## src/design/swm_map.vh

```
`ifndef SWM_MAP_VH
`define SWM_MAP_VH
// ****************************************
// clock and tick
// ****************************************
`define SWM_CLK_PERIOD_NS 10
`define SWM_US_NS 1000
`define SWM_TICK_CYC (`SWM_US_NS / `SWM_CLK_PERIOD_NS)
`define SWM_DIV_W 10
// ****************************************
// times in microseconds
// ****************************************
`define SWM_CNT_W 10
`define SWM_RSTL_US 10'h1FF
`define SWM_RSTL_LIMIT_US 10'h3C0
`define SWM_RSTH_US 10'h200
`define SWM_PDH_MIN_US 10'h00F
`define SWM_PDH_MAX_US 10'h03C
`define SWM_PDL_MAX_US 10'h0F0
`define SWM_LOW0_US 10'h064
`define SWM_LOW1_US 10'h005
`define SWM_LOWR_US 10'h005
`define SWM_SLOT_US 10'h075
`define SWM_RDV_US 10'h00F
`define SWM_REC_US 10'h001
// ****************************************
// command codes
// ****************************************
`define SWM_OP_W 2
`define SWM_OP_RESET 2'h0
`define SWM_OP_WRITE 2'h1
`define SWM_OP_READ 2'h2
`endif

```

## src/design/swm_master.v

```verilog
`timescale 1ns/100ps
`include "swm_map.vh"
// How it works
// - reset sequence holds the wire low 511 us, above the 480 us floor
// - reset low plus rise time stays under 960 us
// - wire stays released 512 us after reset before any slot
// - write-zero drives the wire low for 100 us
// - every slot lasts 117 us from its falling edge
// - at least 1 us of released wire between slots
// - write-one drives low 5 us, then releases for the slot rest
// - read slot drives low 5 us, then releases for the slave
// - read data sampled 15 us after the slot falling edge
// - sampled level is at most 1 us old when taken
module swm_master (
  input wire sys_clk,
  input wire resetn,
  input wire [`SWM_DIV_W-1:0] div_cfg,
  input wire cmd_valid,
  output reg cmd_ready,
  input wire [`SWM_OP_W-1:0] cmd_op,
  input wire cmd_bit,
  output wire rsp_valid,
  input wire rsp_ready,
  output wire rsp_bit,
  output reg presence,
  input wire wire_in,
  output reg wire_out,
  output reg wire_oe
);
  // ****************************************
  // states
  // ****************************************
  localparam [2:0] ST_IDLE = 3'h0;
  localparam [2:0] ST_RST_LOW = 3'h1;
  localparam [2:0] ST_RST_HIGH = 3'h2;
  localparam [2:0] ST_SLOT_LOW = 3'h3;
  localparam [2:0] ST_SLOT_HIGH = 3'h4;
  localparam [2:0] ST_REC = 3'h5;
  localparam [2:0] ST_PUSH = 3'h6;

  reg [2:0] state_q;
  reg [2:0] state_d;
  reg [`SWM_DIV_W-1:0] div_q;
  reg [`SWM_CNT_W-1:0] us_q;
  reg restart;
  reg [`SWM_OP_W-1:0] op_q;
  reg wbit_q;
  reg rbit_q;
  reg smp_q;
  reg sync1_q;
  reg sync2_q;
  reg sync3_q;
  reg lvl_q;
  reg [`SWM_CNT_W-1:0] low_lim;
  wire tick;
  wire buf_ready;
  wire buf_valid;
  wire buf_bit;

  // true on the tick that completes lim microseconds
  function reached;
    input [`SWM_CNT_W-1:0] us;
    input [`SWM_CNT_W-1:0] lim;
    input t;
    begin
      reached = t & (us == lim - `SWM_CNT_W'd1);
    end
  endfunction

  // ****************************************
  // wire input synchroniser
  // ****************************************
  // three stages, level accepted once stages two and three agree
  always @(posedge sys_clk) begin
    if (!resetn) begin
      sync1_q <= 1'b1;
      sync2_q <= 1'b1;
      sync3_q <= 1'b1;
      lvl_q <= 1'b1;
    end else begin
      sync1_q <= wire_in;
      sync2_q <= sync1_q;
      sync3_q <= sync2_q;
      if (sync2_q == sync3_q) begin
        lvl_q <= sync3_q;
      end
    end
  end

  // ****************************************
  // microsecond tick
  // ****************************************
  assign tick = (div_q == div_cfg);

  // divider and microsecond count, both cleared at phase start
  always @(posedge sys_clk) begin
    if (!resetn) begin
      div_q <= {`SWM_DIV_W{1'b0}};
      us_q <= {`SWM_CNT_W{1'b0}};
    end else if (restart) begin
      div_q <= {`SWM_DIV_W{1'b0}};
      us_q <= {`SWM_CNT_W{1'b0}};
    end else if (tick) begin
      div_q <= {`SWM_DIV_W{1'b0}};
      us_q <= us_q + `SWM_CNT_W'd1;
    end else begin
      div_q <= div_q + `SWM_DIV_W'd1;
    end
  end

  // ****************************************
  // slot low time by command
  // ****************************************
  always @* begin
    if (op_q == `SWM_OP_READ) begin
      low_lim = `SWM_LOWR_US;
    end else if (wbit_q) begin
      low_lim = `SWM_LOW1_US;
    end else begin
      low_lim = `SWM_LOW0_US;
    end
  end

  // ****************************************
  // sequencer
  // ****************************************
  always @* begin
    state_d = state_q;
    restart = 1'b0;
    case (state_q)
      ST_IDLE: begin
        if (cmd_valid && cmd_ready) begin
          restart = 1'b1;
          if (cmd_op == `SWM_OP_RESET) begin
            state_d = ST_RST_LOW;
          end else begin
            state_d = ST_SLOT_LOW;
          end
        end
      end
      ST_RST_LOW: begin
        // 511 us sits between 480 and the 960 us ceiling
        if (reached(us_q, `SWM_RSTL_US, tick)) begin
          state_d = ST_RST_HIGH;
          restart = 1'b1;
        end
      end
      ST_RST_HIGH: begin
        if (reached(us_q, `SWM_RSTH_US, tick)) begin
          state_d = ST_PUSH;
        end
      end
      ST_SLOT_LOW: begin
        if (reached(us_q, low_lim, tick)) begin
          state_d = ST_SLOT_HIGH; // count keeps running from the fall
        end
      end
      ST_SLOT_HIGH: begin
        if (reached(us_q, `SWM_SLOT_US, tick)) begin
          state_d = ST_REC;
          restart = 1'b1;
        end
      end
      ST_REC: begin
        if (reached(us_q, `SWM_REC_US, tick)) begin
          state_d = ST_PUSH;
        end
      end
      ST_PUSH: begin
        if (buf_ready) begin
          state_d = ST_IDLE;
        end
      end
      default: begin
        state_d = ST_IDLE;
      end
    endcase
  end

  // ****************************************
  // state, wire drive and captured data
  // ****************************************
  always @(posedge sys_clk) begin
    if (!resetn) begin
      state_q <= ST_IDLE;
      cmd_ready <= 1'b0;
      op_q <= `SWM_OP_RESET;
      wbit_q <= 1'b0;
      wire_oe <= 1'b0;
      wire_out <= 1'b0;
    end else begin
      state_q <= state_d;
      cmd_ready <= (state_d == ST_IDLE);
      wire_out <= 1'b0; // open drain: only ever pulls low
      wire_oe <= (state_d == ST_RST_LOW) || (state_d == ST_SLOT_LOW);
      if (cmd_valid && cmd_ready) begin
        op_q <= cmd_op;
        wbit_q <= cmd_bit;
      end
    end
  end

  // ****************************************
  // read sample and presence detect
  // ****************************************
  // single sample per read slot, level taken from the wire four clocks (40 ns) earlier
  always @(posedge sys_clk) begin
    if (!resetn) begin
      rbit_q <= 1'b1;
      smp_q <= 1'b0;
      presence <= 1'b0;
    end else begin
      if (restart && state_q == ST_IDLE) begin
        smp_q <= 1'b0;
      end else if (state_q == ST_SLOT_HIGH && op_q == `SWM_OP_READ &&
                   us_q == `SWM_RDV_US && !smp_q) begin
        rbit_q <= lvl_q;
        smp_q <= 1'b1;
      end
      // window covers slave wait plus longest presence pulse
      if (state_q == ST_RST_LOW) begin
        presence <= 1'b0;
      end else if (state_q == ST_RST_HIGH && !lvl_q &&
                   us_q >= `SWM_PDH_MIN_US &&
                   us_q < `SWM_PDH_MAX_US + `SWM_PDL_MAX_US) begin
        presence <= 1'b1;
      end
    end
  end

  // ****************************************
  // response buffer
  // ****************************************
  assign rsp_valid = buf_valid;
  assign rsp_bit = buf_bit;

  swm_skid #(
    .W(1)
  ) u_rsp (
    .sys_clk(sys_clk),
    .resetn(resetn),
    .in_valid(state_q == ST_PUSH),
    .in_ready(buf_ready),
    .in_data((op_q == `SWM_OP_RESET) ? presence :
             (op_q == `SWM_OP_READ) ? rbit_q : wbit_q),
    .out_valid(buf_valid),
    .out_ready(rsp_ready),
    .out_data(buf_bit)
  );
endmodule // swm_master

```

## src/design/swm_skid.v

```verilog
`timescale 1ns/100ps
// ****************************************
// two-entry buffer, all outputs registered
// ****************************************
module swm_skid #(
  parameter W = 1
) (
  input wire sys_clk,
  input wire resetn,
  input wire in_valid,
  output reg in_ready,
  input wire [W-1:0] in_data,
  output reg out_valid,
  input wire out_ready,
  output reg [W-1:0] out_data
);
  reg [W-1:0] skid_q;
  reg skid_v_q;
  reg skid_v_d;
  wire push;
  wire pop;
  wire head_free;

  assign push = in_valid & in_ready;
  assign pop = out_valid & out_ready;
  assign head_free = ~out_valid | pop;

  // next occupancy of the spare entry
  always @* begin
    skid_v_d = skid_v_q;
    if (head_free) begin
      skid_v_d = 1'b0;
    end else if (push) begin
      skid_v_d = 1'b1;
    end
  end

  // head and spare entry update
  always @(posedge sys_clk) begin
    if (!resetn) begin
      out_valid <= 1'b0;
      out_data <= {W{1'b0}};
      skid_q <= {W{1'b0}};
      skid_v_q <= 1'b0;
      in_ready <= 1'b0;
    end else begin
      if (head_free) begin
        out_valid <= skid_v_q | push;
        if (skid_v_q) begin
          out_data <= skid_q;
        end else if (push) begin
          out_data <= in_data;
        end
      end
      if (!head_free && push) begin
        skid_q <= in_data;
      end
      skid_v_q <= skid_v_d;
      in_ready <= ~skid_v_d; // stall once both entries hold words
    end
  end
endmodule // swm_skid

```

## config.mk

```make
export PLATFORM = sky130hd
export DESIGN_NAME = swm_master
export DESIGN_NICKNAME = d
export VERILOG_FILES = /design/src/design/swm_master.v /design/src/design/swm_skid.v
export VERILOG_INCLUDE_DIRS = /design/src /design/src/design
export SDC_FILE = /design/constraint.sdc
export NUM_CORES = 1
export LEC_CHECK = 0
export ABC_CLOCK_PERIOD_IN_PS = 1900
export BUFFER_PORTS_ARGS = -buffer_cell sky130_fd_sc_hd__buf_2
export CAP_MARGIN = 30
export CORE_MARGIN = 1
export CORE_UTILIZATION = 50
export CTS_CLUSTER_DIAMETER = 60
export CTS_CLUSTER_SIZE = 12
export DETAILED_ROUTE_END_ITERATION = 16
export HOLD_SLACK_MARGIN = 0.03
export PLACE_DENSITY_LB_ADDON = 0.2
export RECOVER_POWER = 25
export SYNTH_ARGS = -nofsm -noshare
export SYNTH_HDL_FRONTEND = slang
export SYNTH_HIERARCHICAL = 1
export SYNTH_SLANG_ARGS = --single-unit
```

## constraint.sdc

```tcl
create_clock -name sys_clk -period 1.9 [get_ports sys_clk]
set_clock_uncertainty 0.2 [all_clocks]
set_input_delay 0.19 -clock sys_clk [delete_from_list [all_inputs] [get_ports sys_clk]]
set_output_delay 0.19 -clock sys_clk [all_outputs]
set_load 0.01 [all_outputs]
```

==> results.ini <==
[critical_path]
max_stage_delay_ns = 0.63
crit_path_start = state_q[2]
crit_path_start_kind = flip-flop
rr_startpoint = state_q[2]
end_kind = flip-flop
path_class = reg2reg
required_ns = 1.88
crit_arrival_ns = 1.92
crit_chain = buf_4, or4_1, nand2_1, or2_2, nor2_1
crit_buf_inv = 1
slowest_stage = or4_1
crit_family = simple AND/OR/NAND/NOR gates
worstPathMaxFanout = 10

[cells_and_area]
layout.cells.non_filler = 372
multiInputGateArea_sq_um = 1300
seqCellArea_sq_um = 816
areaGrowthSynthToFinish_pct = 37.2
fillers = 335
drive_gt1_share_pct = 34.8
fin_nets = 343
antennaDiodeCount = 0

[synthesis]
synth_nets = 265
synth_flop_cell = dfxtp_1
synth_area_per_cell_sq_um = 8.61
synth_area_leader_cell = dfxtp_1
synth_common_cells = dfxtp_1, nor2_1, xor2_1
synth_edf_count = 0
ys_warn_count = 6
synth_cells = 243
async_flop_share_pct = 0
yosysMostFrequentCell = dfxtp_1
yosysUniqueCellTypes = 49
synth_area_leaders = dfxtp_1, xor2_1, nor2_1
synth_top_area_share_pct = 38.3
ys_ff_latch = 40
synth_area_sq_um = 2090
ys_seq_area_share_pct = 38.3

[power_and_ir_drop]
seq_power_share_pct = 51.1
p_leak_nw = 1.22
switching_share_pct = 26.0
netSwitchingPower_mw = 0.452
cellInternalPower_mw = 1.29
p_comb_share_pct = 15.0
power_frac_clock_pct = 33.9
pwr_density_cell_nw_per_um2 = 605
peakVddDrop_uv = 609

[timing]
finalHoldViolCount = 0
tns_ns = -0.324
final_max_slew_viol_count = 0
worst_slew_pin_slew_ns = 0.717
rsz0062_at_grt = yes
min_period_ns = 1.94
fmax_ghz = 0.516
relSlewSlack_pct = 52.2
finalSetupViolCount = 15
fin_crit_sh_pct = 102
layout_setup_ws_ns = -0.0375

[global_routing]
grt_pass1_wl_microns = 7980
grt_max_degree = 16
antenna_found_initial = 0
grt_overflow = 0
grt_pass1_vias = 1861
grt.total_usage_pct = 24.1

[clock_network]
cts.sinks = 40
cts_buffer_depth = 2
clock_latency_ns = 0.29
cts_tree = yes
clk_pin_slew_worst_paths_ns = 0.08
cts_buffers = 5
cts_max_level = 2
cts_root_buf = clkbuf_8

[floorplan]
die_w_microns = 66.7
dieArea_sq_um = 4450
initial_utilization_pct = 52.3
io_pins = 24
core_sq_um = 4000
row_count = 23
die_y_microns = 66.7

[routing]
drtIter0Drc = 150
dr_wl_met2_microns = 2510
drt-pass1-iter-count = 4
post_drt_wl_per_cell_microns = 13.8
wl_microns = 5140
vias = 1986
drc = 0
top_layer = met4
ant_nets = 0
wl_met3_microns = 231
wl_met1_microns = 2260
viasPerCell = 5.34

[flow_run]
cap_violations = 0

[place]
dp_cells = 350
io_buffers = 22
place_hpwl_microns = 3410
place_congestion = 0.876

[outcome]
violations = setup timing
status = finished, violations left

[min_path]
hold_path_class = in2reg
hold_start = rsp_ready

-- cell type report --
| cell class | count | area share (%) |
|---|---|---|
| repair buffers | 79 | 19.6 |
| clock buffers | 7 | 3.01 |
| well taps | 50 | 2.18 |
| multi-input cells | 186 | 45.4 |
| clock inverters | 1 | 0.261 |
| flip-flops and latches | 40 | 28.4 |
| inverters | 9 | 1.18 |
-- registers in the layout, indices dropped and copies added, names as in the netlist --
| name | flops |
|---|---|
| div_q | 10 |
| us_q | 10 |
| state_q | 3 |
| op_q | 2 |
| cmd_ready | 1 |
| lvl_q | 1 |
| presence | 1 |
| rbit_q | 1 |
| smp_q | 1 |
| sync1_q | 1 |
| sync2_q | 1 |
| sync3_q | 1 |
| u_rsp/in_ready | 1 |
| u_rsp/out_data | 1 |
| u_rsp/out_valid | 1 |
| u_rsp/skid_q | 1 |
| u_rsp/skid_v_q | 1 |
| wbit_q | 1 |
| wire_oe | 1 |
-- repair_timing --
action,in CTS,in global routing
gates cloned,0,1
endpoints found under the hold margin,5,0
resized for setup,14,20
setup buffers,2,3
pin swaps,9,9
endpoints found under the setup margin,25,25
hold buffers,8,0
-- power by group through the flow --
stage                     clock [mW]  combinational [mW]  sequential, mW
final                          0.590               0.260           0.888
after global routing           0.642               0.282           0.891
after CTS                      0.606               0.240           0.888
after detailed placement           0               0.222           0.908
after global placement             0               0.220           0.906
after floorplan                    0               0.114           0.910
-- kinds of logic (layout without fill, tap and decap cells) --
| group | Yosys count | count (layout) | synth area share (%) |
|---|---|---|---|
| other | 1 | 1 | 0.179 |
| AND/OR/NAND/NOR | 119 | 120 | 30.9 |
| multiplexers | 5 | 5 | 2.39 |
| AO/OA/AOI/OAI | 29 | 29 | 10.2 |
| buffers and inverters | 18 | 96 | 4.36 |
| adder cells (fa/ha/maj) | 4 | 4 | 2.39 |
| flip-flops | 40 | 40 | 38.3 |
| XOR/XNOR | 27 | 27 | 11.3 |
-- through the flow --
step / hold WS, ns / worst slack [ns] / power, mW / utilization [%] / cell area [sq um]
floorplan: 0.0630 / 0.0191 / 1.02 / - / 2090
finish: 0.0833 / -0.0375 / 1.74 / 71.8 / 2870
detailed placement: 0.176 / -0.264 / 1.13 / 63.5 / 2540
global placement: 0.174 / -0.148 / 1.13 / 63.5 / 2540
global route: 0.129 / -0.103 / 1.81 / 71.8 / 2870
CTS: 0.0723 / -0.0797 / 1.73 / 69.2 / 2770
-- cell usage in the layout, fill, tap and decap left out, types with 6 or more instances in the layout --
cell type      netlist  layout
a21oi_1              7       6
nand3_1             15      15
nor2_1              37      37
xor2_1              22      21
inv_1                9       9
nand2_1             20      19
buf_4                3      46
buf_2                2      20
dfxtp_1             40      30
dlygate4sd3_1        0       8
nand2b_1             8       8
clkbuf_8             0       6
dfxtp_2              0       9
nand4_1              6       6
-- per-layer routing --
metal | GRT usage (%) | up-vias
met5 | 0 | -
met4 | 11.2 | 0
met3 | 5.82 | 13
met2 | 39.8 | 55
met1 | 29.1 | 932
li1 | - | 986
-- worst reg2reg max path: cells and delay by family (launching register included) --
family                 cells  cell delay, ns
flip-flops                 1            0.32
AND/OR/NAND/NOR            4            1.14
buffers and inverters      1            0.17
-- worst paths after layout --
path | endpoint | slack [ns] | cells after the start
min reg2reg | sync2_q | 0.21 | 1
min | u_rsp/skid_q | 0.08 | 4
max | div_q[9] | -0.04 | 5
max reg2reg | div_q[9] | -0.04 | 5
(Power assumes the default switching activity.)
